File: src/rtl/pll_synth_pkg.sv
/*
 * constants, field layout, reset values and helpers of the synthesizer core.
 * assumes a 20 MHz system clock and byte addresses on a 32-bit register bus.
 */
package pll_synth_pkg;

    localparam int unsigned ADDR_W = 5;
    localparam int unsigned DATA_W = 32;
    localparam int unsigned REF_CNT_W = 14;
    localparam int unsigned NDIV_W = 14;
    localparam int unsigned FB_CNT_W = 15;
    localparam int unsigned EVT_W = 3;
    localparam int unsigned PULSE_CNT_W = 3;

    ////////////////////////////////////////////////////////////////////////////
    // register offsets
    localparam logic [ADDR_W-1:0] ADDR_CTRL = 5'h00;
    localparam logic [ADDR_W-1:0] ADDR_NDIV = 5'h04;
    localparam logic [ADDR_W-1:0] ADDR_STATUS = 5'h08;
    localparam logic [ADDR_W-1:0] ADDR_MASK = 5'h0C;
    localparam logic [ADDR_W-1:0] ADDR_DETECT = 5'h10;

    // fields
    localparam int unsigned CTRL_REF_SEL_LSB = 0;
    localparam int unsigned CTRL_TXRX_BIT = 3;
    localparam int unsigned EVT_LOCK_LOST = 0;
    localparam int unsigned EVT_REF_TICK = 1;
    localparam int unsigned EVT_FB_TICK = 2;
    localparam int unsigned DETECT_LOCK_BIT = 0;
    localparam int unsigned DETECT_REF_LEAD_BIT = 1;
    localparam int unsigned DETECT_FB_LEAD_BIT = 2;
    localparam int unsigned DETECT_EFF_LSB = 16;

    // reset values: open select pins read as ones
    localparam logic [3:0] CTRL_RESET = 4'hF;
    localparam logic [NDIV_W-1:0] NDIV_RESET = 14'h3FFF;
    localparam logic [EVT_W-1:0] MASK_RESET = 3'h0;
    localparam logic [FB_CNT_W-1:0] TXRX_OFFSET = 15'h0358;

    ////////////////////////////////////////////////////////////////////////////
    // timing
    localparam int unsigned CLK_FREQ_MHZ = 20;
    localparam int unsigned MIN_PULSE_NS = 100;
    localparam int unsigned MIN_PULSE_CYC = (MIN_PULSE_NS * CLK_FREQ_MHZ + 999) / 1000;

    ////////////////////////////////////////////////////////////////////////////
    // reference divide ratio per select code
    function automatic logic [REF_CNT_W-1:0] ref_ratio(input logic [2:0] sel);
        case (sel)
            3'h0: ref_ratio = 14'h0008;
            3'h1: ref_ratio = 14'h0080;
            3'h2: ref_ratio = 14'h0100;
            3'h3: ref_ratio = 14'h0200;
            3'h4: ref_ratio = 14'h0400;
            3'h5: ref_ratio = 14'h0800;
            3'h6: ref_ratio = 14'h096A;
            default: ref_ratio = 14'h2000;
        endcase
    endfunction

endpackage

File: src/rtl/pfd_link_if.sv
/*
 * carrier between the divider core and the phase detector.
 * assumes both ends run on the same system clock.
 */
`timescale 1ns/1ps
interface pfd_link_if;
    logic ref_tick;
    logic fb_tick;
    logic ref_lead;
    logic fb_lead;
    logic both_low;
    logic locked;

    modport core (
        output ref_tick,
        output fb_tick,
        input ref_lead,
        input fb_lead,
        input both_low,
        input locked
    );

    modport det (
        input ref_tick,
        input fb_tick,
        output ref_lead,
        output fb_lead,
        output both_low,
        output locked
    );
endinterface

File: src/rtl/phase_detector.sv
/*
 * phase/frequency detector on compare ticks of one system clock cycle.
 * assumes ticks come from flip-flops of the same clock domain.
 */
`timescale 1ns/1ps
module phase_detector
    import pll_synth_pkg::*;
(
    input wire logic clock_i,
    input wire logic sys_rst_i,
    pfd_link_if.det link
);

    typedef struct packed {
        logic ref_lead;
        logic fb_lead;
        logic [PULSE_CNT_W-1:0] pulse_cnt;
    } pfd_state_t;

    pfd_state_t state_reg;
    pfd_state_t state_next;

    ////////////////////////////////////////////////////////////////////////////
    // edge compare
    always_comb begin
        logic ref_seen;
        logic fb_seen;
        ref_seen = state_reg.ref_lead | link.ref_tick;
        fb_seen = state_reg.fb_lead | link.fb_tick;
        state_next = state_reg;
        if (ref_seen && fb_seen) begin
            // both edges in: clear and issue the minimum pulse
            state_next.ref_lead = 1'b0;
            state_next.fb_lead = 1'b0;
            state_next.pulse_cnt = PULSE_CNT_W'(MIN_PULSE_CYC);
        end else begin
            // first edge opens the error pulse
            state_next.ref_lead = ref_seen;
            state_next.fb_lead = fb_seen;
            if (state_reg.pulse_cnt != '0) begin
                state_next.pulse_cnt = state_reg.pulse_cnt - 1'b1;
            end
        end
    end

    always_ff @(posedge clock_i or posedge sys_rst_i) begin
        if (sys_rst_i) begin
            state_reg <= '0;
        end else begin
            state_reg <= state_next;
        end
    end

    assign link.ref_lead = state_reg.ref_lead;
    assign link.fb_lead = state_reg.fb_lead;
    assign link.both_low = state_reg.pulse_cnt != '0;
    // locked while no edge waits for its partner
    assign link.locked = ~(state_reg.ref_lead | state_reg.fb_lead);

endmodule

File: src/rtl/pll_synth_core.sv
/*
 * synthesizer core: reference and feedback dividers, detector outputs,
 * lock indicator, register slave and interrupt.
 * assumes an avalon-mm master on clock_i and asynchronous reference and vco pins.
 */
// Local design decisions: the register offsets and the Avalon-MM register port.
// Function
// - select code picks one of eight reference ratios
// - feedback divider reloads at zero, keeps counting
// - feedback value is 14 bits, bit 0 lsb
// - add 856 while transmit/receive select low
// - single-ended output pulses low when feedback leads
// - single-ended output pulses high when feedback lags
// - single-ended output floats when locked
// - vco-lead output pulses low when feedback leads
// - reference-lead output pulses low when feedback lags
// - locked: both outputs high, brief joint low
// - buffered feedback divider output on its own pin
// - lock indicator high when locked, pulses low otherwise
// - feedback divider advances on vco rising edges
`timescale 1ns/1ps
module pll_synth_core
    import pll_synth_pkg::*;
(
    input wire logic clock_i,
    input wire logic sys_rst_i,
    input wire logic [pll_synth_pkg::ADDR_W-1:0] avs_address_i,
    input wire logic avs_read_i,
    input wire logic avs_write_i,
    input wire logic [pll_synth_pkg::DATA_W-1:0] avs_writedata_i,
    input wire logic [3:0] avs_byteenable_i,
    output logic [pll_synth_pkg::DATA_W-1:0] avs_readdata_o,
    output logic avs_waitrequest_o,
    input wire logic reference_clock_input_i,
    input wire logic vco_frequency_i,
    output logic single_ended_phase_error_o,
    output logic single_ended_phase_error_oe_o,
    output logic vco_lead_n_o,
    output logic ref_lead_n_o,
    output logic lock_indicator_o,
    output logic feedback_compare_clock_o,
    output logic irq_o
);

    typedef enum logic [0:0] {
        BUS_IDLE = 1'b0,
        BUS_DONE = 1'b1
    } bus_state_t;

    typedef struct packed {
        bus_state_t bus_state;
        logic waitrequest;
        logic [DATA_W-1:0] readdata;
        logic [3:0] ctrl;
        logic [NDIV_W-1:0] ndiv;
        logic [EVT_W-1:0] status;
        logic [EVT_W-1:0] mask;
        logic ref_meta;
        logic ref_sync;
        logic ref_prev;
        logic vco_meta;
        logic vco_sync;
        logic vco_prev;
        logic [REF_CNT_W-1:0] ref_cnt;
        logic [FB_CNT_W-1:0] fb_cnt;
        logic ref_tick;
        logic fb_tick;
        logic fb_out;
        logic pd_out;
        logic pd_oe;
        logic vlead_n;
        logic rlead_n;
        logic lock;
        logic irq;
    } core_state_t;

    core_state_t state_reg;
    core_state_t state_next;

    pfd_link_if link ();

    phase_detector phase_detector_i (
        .clock_i(clock_i),
        .sys_rst_i(sys_rst_i),
        .link(link)
    );

    assign link.ref_tick = state_reg.ref_tick;
    assign link.fb_tick = state_reg.fb_tick;

    ////////////////////////////////////////////////////////////////////////////
    // helpers
    function automatic logic [DATA_W-1:0] merge_bytes(
        input logic [DATA_W-1:0] old_value,
        input logic [DATA_W-1:0] new_value,
        input logic [3:0] byte_en
    );
        logic [DATA_W-1:0] result;
        result = old_value;
        for (int i = 0; i < 4; i++) begin
            if (byte_en[i]) begin
                result[i*8 +: 8] = new_value[i*8 +: 8];
            end
        end
        return result;
    endfunction

    function automatic logic rising(input logic now_level, input logic prev_level);
        return now_level & ~prev_level;
    endfunction

    ////////////////////////////////////////////////////////////////////////////
    // next state
    always_comb begin
        logic [FB_CNT_W-1:0] eff_div;
        logic [2:0] ref_sel;
        logic [EVT_W-1:0] events;
        logic [EVT_W-1:0] clear_bits;
        logic [DATA_W-1:0] wr_word;
        logic access;
        logic commit_wr;
        logic ref_rise;
        logic vco_rise;

        eff_div = '0;
        ref_sel = '0;
        events = '0;
        clear_bits = '0;
        wr_word = '0;
        access = avs_read_i | avs_write_i;
        commit_wr = 1'b0;
        ref_rise = 1'b0;
        vco_rise = 1'b0;
        state_next = state_reg;

        // pin synchronisers
        state_next.ref_meta = reference_clock_input_i;
        state_next.ref_sync = state_reg.ref_meta;
        state_next.ref_prev = state_reg.ref_sync;
        state_next.vco_meta = vco_frequency_i;
        state_next.vco_sync = state_reg.vco_meta;
        state_next.vco_prev = state_reg.vco_sync;
        ref_rise = rising(state_reg.ref_sync, state_reg.ref_prev);
        vco_rise = rising(state_reg.vco_sync, state_reg.vco_prev);

        // reference divider
        ref_sel = state_reg.ctrl[CTRL_REF_SEL_LSB +: 3];
        state_next.ref_tick = 1'b0;
        if (ref_rise) begin
            if (state_reg.ref_cnt <= REF_CNT_W'(1)) begin
                state_next.ref_cnt = ref_ratio(ref_sel);
                state_next.ref_tick = 1'b1;
            end else begin
                state_next.ref_cnt = state_reg.ref_cnt - 1'b1;
            end
        end

        // feedback divider with transmit/receive offset
        eff_div = {1'b0, state_reg.ndiv};
        if (!state_reg.ctrl[CTRL_TXRX_BIT]) begin
            eff_div = eff_div + TXRX_OFFSET;
        end
        state_next.fb_tick = 1'b0;
        if (vco_rise) begin
            state_next.fb_out = 1'b0;
            if (state_reg.fb_cnt <= FB_CNT_W'(1)) begin
                state_next.fb_cnt = eff_div;
                state_next.fb_tick = 1'b1;
                state_next.fb_out = 1'b1;
            end else begin
                state_next.fb_cnt = state_reg.fb_cnt - 1'b1;
            end
        end

        // detector pins
        if (link.fb_lead && !link.ref_lead) begin
            state_next.pd_oe = 1'b1;
            state_next.pd_out = 1'b0;
        end else if (link.ref_lead && !link.fb_lead) begin
            state_next.pd_oe = 1'b1;
            state_next.pd_out = 1'b1;
        end else begin
            state_next.pd_oe = 1'b0;
            state_next.pd_out = 1'b0;
        end
        state_next.vlead_n = ~(link.fb_lead | link.both_low);
        state_next.rlead_n = ~(link.ref_lead | link.both_low);
        state_next.lock = link.locked;

        // sticky events, set wins over clear
        events[EVT_LOCK_LOST] = state_reg.lock & ~link.locked;
        events[EVT_REF_TICK] = state_reg.ref_tick;
        events[EVT_FB_TICK] = state_reg.fb_tick;

        // register slave: one wait state, then the access completes
        case (state_reg.bus_state)
            BUS_IDLE: begin
                state_next.waitrequest = 1'b1;
                if (access) begin
                    state_next.bus_state = BUS_DONE;
                    state_next.waitrequest = 1'b0;
                    state_next.readdata = '0;
                    if (avs_read_i) begin
                        if (avs_address_i == ADDR_CTRL) begin
                            state_next.readdata = DATA_W'(state_reg.ctrl);
                        end else if (avs_address_i == ADDR_NDIV) begin
                            state_next.readdata = DATA_W'(state_reg.ndiv);
                        end else if (avs_address_i == ADDR_STATUS) begin
                            state_next.readdata = DATA_W'(state_reg.status);
                        end else if (avs_address_i == ADDR_MASK) begin
                            state_next.readdata = DATA_W'(state_reg.mask);
                        end else if (avs_address_i == ADDR_DETECT) begin
                            state_next.readdata[DETECT_LOCK_BIT] = state_reg.lock;
                            state_next.readdata[DETECT_REF_LEAD_BIT] = link.ref_lead;
                            state_next.readdata[DETECT_FB_LEAD_BIT] = link.fb_lead;
                            state_next.readdata[DETECT_EFF_LSB +: FB_CNT_W] = eff_div;
                        end else begin
                            state_next.readdata = '0;
                        end
                    end
                end
            end
            BUS_DONE: begin
                state_next.bus_state = BUS_IDLE;
                state_next.waitrequest = 1'b1;
                commit_wr = avs_write_i;
            end
            default: begin
                state_next.bus_state = BUS_IDLE;
                state_next.waitrequest = 1'b1;
            end
        endcase

        if (commit_wr) begin
            if (avs_address_i == ADDR_CTRL) begin
                wr_word = merge_bytes(DATA_W'(state_reg.ctrl), avs_writedata_i, avs_byteenable_i);
                state_next.ctrl = wr_word[3:0];
            end else if (avs_address_i == ADDR_NDIV) begin
                wr_word = merge_bytes(DATA_W'(state_reg.ndiv), avs_writedata_i, avs_byteenable_i);
                state_next.ndiv = wr_word[NDIV_W-1:0];
            end else if (avs_address_i == ADDR_STATUS) begin
                wr_word = merge_bytes('0, avs_writedata_i, avs_byteenable_i);
                clear_bits = wr_word[EVT_W-1:0];
            end else if (avs_address_i == ADDR_MASK) begin
                wr_word = merge_bytes(DATA_W'(state_reg.mask), avs_writedata_i, avs_byteenable_i);
                state_next.mask = wr_word[EVT_W-1:0];
            end else begin
                wr_word = '0;
            end
        end

        state_next.status = (state_reg.status & ~clear_bits) | events;
        state_next.irq = |(state_next.status & state_next.mask);
    end

    ////////////////////////////////////////////////////////////////////////////
    // state register
    always_ff @(posedge clock_i or posedge sys_rst_i) begin
        if (sys_rst_i) begin
            state_reg <= '0;
            state_reg.bus_state <= BUS_IDLE;
            state_reg.waitrequest <= 1'b1;
            state_reg.ctrl <= CTRL_RESET;
            state_reg.ndiv <= NDIV_RESET;
            state_reg.mask <= MASK_RESET;
            state_reg.vlead_n <= 1'b1;
            state_reg.rlead_n <= 1'b1;
            state_reg.lock <= 1'b1;
        end else begin
            state_reg <= state_next;
        end
    end

    ////////////////////////////////////////////////////////////////////////////
    // outputs
    assign avs_readdata_o = state_reg.readdata;
    assign avs_waitrequest_o = state_reg.waitrequest;
    assign single_ended_phase_error_o = state_reg.pd_out;
    assign single_ended_phase_error_oe_o = state_reg.pd_oe;
    assign vco_lead_n_o = state_reg.vlead_n;
    assign ref_lead_n_o = state_reg.rlead_n;
    assign lock_indicator_o = state_reg.lock;
    assign feedback_compare_clock_o = state_reg.fb_out;
    assign irq_o = state_reg.irq;

endmodule

File: config.mk
export PLATFORM = sky130hd
export DESIGN_NAME = pll_synth_core
export DESIGN_NICKNAME = d
export VERILOG_FILES = /design/src/rtl/pll_synth_pkg.sv /design/src/rtl/pfd_link_if.sv /design/src/rtl/phase_detector.sv /design/src/rtl/pll_synth_core.sv
export SDC_FILE = /design/constraint.sdc
export NUM_CORES = 1
export LEC_CHECK = 0
export BUFFER_PORTS_ARGS = -buffer_cell sky130_fd_sc_hd__buf_4
export CAP_MARGIN = 20
export CORE_ASPECT_RATIO = 0.75
export CORE_UTILIZATION = 30
export DETAILED_ROUTE_END_ITERATION = 12
export SYNTH_ARGS = -nofsm -noshare
export SYNTH_HDL_FRONTEND = slang
export SYNTH_SLANG_ARGS = --single-unit
File: constraint.sdc
create_clock -name clock_i -period 3.29 [get_ports clock_i]
set_input_delay 0.658 -clock clock_i [delete_from_list [all_inputs] [get_ports clock_i]]
set_output_delay 0.658 -clock clock_i [all_outputs]
set_load 0.02 [all_outputs]
### Yosys cells after proc, flatten, opt, wreduce, memory -nomap -nowiden

Cells that the tools add are included.

* output and inout port bits: 40
* flip-flop bits (word level): 107
* memory bits (writable): 0
* memories kept: 0
* logic and storage cells: 111
* latch bits: 0
* memory bits (read-only): 0

* reduce and logical (&&, ||, !) cells: 14
* add/sub/neg operators: 4
* equal/unequal tests: 10
* mux-type cells: 33
* bitwise gates (word level): 20
* shift operators: 0
* $mul: 0
* magnitude comparators: 2
* div/mod/pow operators: 0

Operators with widths (count)
* two-way mux 31 bit: 5
* one-hot mux 14 bit (7 select lines): 1
* two-way mux 15 bit: 3
* two-way mux 3 bit: 13
* two-way mux 34 bit: 1
* adder 14 x 10 -> 15 bit, second input constant: 1
* <= comparator 15 x 1 -> 1 bit, second input constant: 1
* subtractor 15 x 1 -> 15 bit, second input constant: 1
* <= comparator 14 x 1 -> 1 bit, second input constant: 1
* two-way mux 14 bit: 1
* subtractor 14 x 1 -> 14 bit, second input constant: 1
* equality test 5 x 4 -> 1 bit, second input constant: 2
* equality test 3 bit, second input constant: 3
* two-way mux 2 bit: 4
* AND reduction 4 bit: 2
* inverter 1 bit: 7
* AND 3 bit: 2
* equality test 3 x 2 -> 1 bit, second input constant: 2
* OR 1 bit: 6
* equality test 5 x 3 -> 1 bit, second input constant: 1
* equality test 5 bit, second input constant: 1
* logical NOT 5 bit: 1
* two-way mux 5 bit: 1
* one-hot mux 2 bit (2 select lines): 1
* 14 further kinds: 21

### Longest topological paths before layout

* depth in word-level cells: 10
* gate-level depth with buffers: 8

### By module

From an unflattened synthesis, not the netlist that was laid out.

* cell total of the unflattened synthesis: 514
* area total of the unflattened synthesis: 5331.4 µm²

By module, submodules not included
* pll_synth_core: area each 5084.9 µm², times used 1, cells an instance 490
* phase_detector: area each 246.5 µm², times used 1, cells an instance 24

### Worst setup path after synthesis

No wires, ideal clock.

* path type: input-to-reg
* start point: input port avs_address_i[4] (netlist bit)
* end point: register state_reg, in the netlist irq_o
* stages: 6
* path buffers: 1
* data required time: 3.172 ns
* slack: 0.884 ns
* data arrival time: 2.288 ns
* cell sequence: clkbuf_1 or3_1 nor4_2 mux2_2 a22o_1 a21o_1

RTL lines
* from (decl): RTL line pll_synth_core.sv:27 `input wire logic [pll_synth_pkg::ADDR_W-1:0] avs_address_i,`
* to (signal assigned): RTL line pll_synth_core.sv:270 `state_reg <= state_next;`
* to (decl): RTL line pll_synth_core.sv:77 `core_state_t state_reg;`

### Worst setup path in the final report

* start point: register state_reg[18] (netlist bit)
* end point: register state_reg[17] (netlist bit)

* longest elaborated chain between the ends: 2

Ends and longest elaborated chain
* <= comparator 15 x 1 -> 1 bit: RTL line pll_synth_core.sv:166 `if (state_reg.fb_cnt <= FB_CNT_W'(1)) begin`
* two-way mux 15 bit: RTL line pll_synth_core.sv:166

Every way passes these cells.
A chain may end at the register's enable or synchronous reset.

==> impl_metrics.toml <==
[clocking]
post_cts_buffers = 0
clk_latency_ns = 0.35
cts.reportedPaths.clkPinSlew_ns = 0.07
htreeDepth = 3
clock_sinks = 104
cts_made_buffers = 9
hold_buffers = 0
clock-root-buffer = "clkbuf_16"
cts_tree = "yes"
cts_resized = 0
clockBufferDepth = 2

[global_routing]
antenna_found_initial = 0
track_usage_pct = 15.3
grt.overflow.total = 0
grt_max_degree = 57
grt_pass1_vias = 3953
grt_pass1_wl_um = 21200

[worst_setup_path]
cp-end-kind = "flop"
path_max_fanout = 13
cp.arrival_ns = 2.70
worstReg2RegStart = "state_reg[18]"
cp-endpoint = "state_reg[17]"
worstRegToRegCells = 5
crit_type = "reg2reg"
cp-start-kind = "flop"
critPathLaunch = "state_reg[18]"
cp.required_ns = 3.52
ff2ff_setup_slack_ns = 0.83
reg2reg_to = "state_reg[17]"

[timing]
setup_viol_count_final = 0
clock.fmax_ghz = 0.406
worstMarginPinSlew_ns = 1.01
fin_skew_ns = 0.0106
slew_headroom_pct = 32.3
timing.setup.tns_ns = 0
maxSlewViolCount = 0
hold_viol_final = 0
rsz0062_at_grt = "no"
min_period_ns = 2.46
fin_crit_sh_pct = 74.9
worst_slack_ns = 0.826

[power]
p_leak_nw = 2.64
power_density_nw_per_um2 = 632
irDropWorstVdd_v = 0.000299

[floorplan]
die_w_um = 155
core_area_um2 = 17000
rows = 41
die_area_um2 = 18100
pin_count = 87
start_util_pct = 30.9
dieHeight_um = 117

[routing]
via_per_inst = 5.02
finalWirelength_um = 12900
via_count = 4018
drtIter0Drc = 280
first_pass_iters = 5
drc = 0
wire_per_inst_um = 16.1
postRouteAntennaNets = 0

[worst_hold_path]
hp-class = "in2async"

[logic_synthesis]
async_flop_share_pct = 100
avgSynthCellArea_um2 = 9.86
synth_cell_types = 54
ys_seq_area_share_pct = 50.0
ys_ff_latch = 104
yosysWarnings = 0
synth_top_flop_cell = "dfrtp_1"
synth_edf_count = 0
synth_area_um2 = 5260
synth_cells = 533

[place]
dpl.cell_count = 784
post-place-ws_ns = 0.698
place_congestion = 0.863
portBuffers = 63
hpwl_um = 9480

[cells_and_area]
nets = 615
largest_register_ffs = 56
area_growth_pct = 15.9
drive_gt1_share_pct = 24.6
fin_cells = 800
diodes = 0

[status]
status = "finished, final reports clean"

[run]
max_cap_violations = 0
logic make-up after synthesis:
logic type	Yosys count	synth area share, %
and+or+nand+nor	170	16.4
AOI/OAI and AO/OA	133	16.9
DFF	104	50.0
buffers and inverters	86	8.64
muxes	17	3.64
xor gates and xnor gates	13	2.17
adders and majority gates	9	2.14
other	1	0.0714
cell usage after synthesis (3+ instances only):
| library cell | number | area share (%) |
|---|---|---|
| o22ai_1 | 4 | 0.48 |
| a21oi_1 | 22 | 2.1 |
| a22oi_1 | 5 | 0.71 |
| nand2_1 | 47 | 3.4 |
| nand2b_1 | 9 | 1.1 |
| nand4b_1 | 3 | 0.50 |
| nand3_1 | 12 | 1.1 |
| clkbuf_1 | 21 | 1.5 |
| o22a_1 | 9 | 1.5 |
| a21oi_2 | 3 | 0.50 |
| o211ai_1 | 3 | 0.43 |
| xnor2_1 | 9 | 1.5 |
| or4_1 | 3 | 0.43 |
| nor2b_1 | 4 | 0.48 |
| nor4_1 | 6 | 0.71 |
| buf_2 | 3 | 0.29 |
| a211oi_1 | 6 | 0.86 |
| buf_4 | 32 | 4.6 |
| dfstp_2 | 22 | 11 |
| mux2_2 | 17 | 3.6 |
| o21ai_0 | 37 | 3.5 |
| a32oi_1 | 4 | 0.67 |
| nor3_1 | 26 | 2.5 |
| a22o_1 | 14 | 2.3 |
| a31oi_1 | 4 | 0.48 |
| o21a_1 | 5 | 0.71 |
| nand4_1 | 3 | 0.36 |
| ha_1 | 9 | 2.1 |
| dfrtp_1 | 82 | 39 |
| or3_1 | 9 | 1.1 |
| xor2_1 | 4 | 0.67 |
| nor2_1 | 35 | 2.5 |
| inv_1 | 29 | 2.1 |
| a21o_1 | 4 | 0.57 |
metal layers:
| layer | vias to the layer above | part of all wire, % | wire, µm | GRT usage, % |
|---|---|---|---|---|
| li1 | 1904 | - | - | - |
| met5 | - | 0 | 0 | 0 |
| met3 | 9 | 4.6 | 588 | 3.08 |
| met2 | 117 | 43 | 5580 | 23.3 |
| met4 | 0 | 1.2 | 158 | 4.62 |
| met1 | 1988 | 51 | 6530 | 21.8 |
power breakdown:
group          internal [mW]  leakage (nW)  total, mW  switching [mW]
registers               1.52          1.29       1.75           0.223
logic                  0.391          1.19      0.905           0.515
clock network          0.696         0.161       1.20           0.503
total                   2.61          2.64       3.85            1.24
placed cells by master (no fill, tap or decap), types with 3 or more instances in the layout:
master	n
a211oi_1	6
a21o_1	4
a21oi_1	22
a21oi_2	3
a22o_1	14
a22oi_1	5
a31oi_1	4
a32oi_1	4
buf_4	69
clkbuf_16	9
conb_1	3
dfrtp_1	82
dfstp_2	22
ha_1	9
inv_1	28
mux2_2	17
nand2_1	47
nand2b_1	9
nand3_1	12
nand4_1	3
nand4b_1	3
nor2_1	35
nor2b_1	4
nor3_1	25
nor3_2	3
nor4_1	6
o211ai_1	3
o21a_1	5
o21ai_0	37
o22a_1	9
o22ai_1	4
or3_1	9
or4_1	3
xnor2_1	9
xor2_1	4
cell type report:
class	count	area, µm²
clock buffer	11	243
inverter	29	113
timing repair buffer	70	538
multi-input combinational	345	2190
fill	1701	10900
tap	236	295
sequential	104	2630
clock inverter	5	86.3
worst min-delay path by stage:
stage	to	slack, ns	depth (start not counted)
global placement	state_next[41]	0.34	0
floorplan	state_next[38]	0.33	0
global route	phase_detector_i.link.ref_lead	0.32	2
CTS	avs_readdata_o[19]	0.30	2
finish	single_ended_phase_error_oe_o	0.30	2
detailed placement	state_next[41]	0.34	0
stage by stage:
step	hold slack, ns	power, mW	utilization (%)	area [µm²]
final	0.299	3.85	35.9	6090
after global routing	0.318	4.10	35.9	6090
after global placement	0.335	2.62	33.9	5760
after CTS	0.295	3.89	35.9	6090
after floorplan	0.331	2.39	-	5270
after detailed placement	0.337	2.67	33.9	5760
worst max-delay path: stages (launching register included):
cell	delay (ns)
dfrtp_1	0.41
or4_1	0.62
nor3_2	0.72
buf_4	0.31
a22oi_1	0.10
o22a_1	0.19
(Power assumes the default switching activity.)
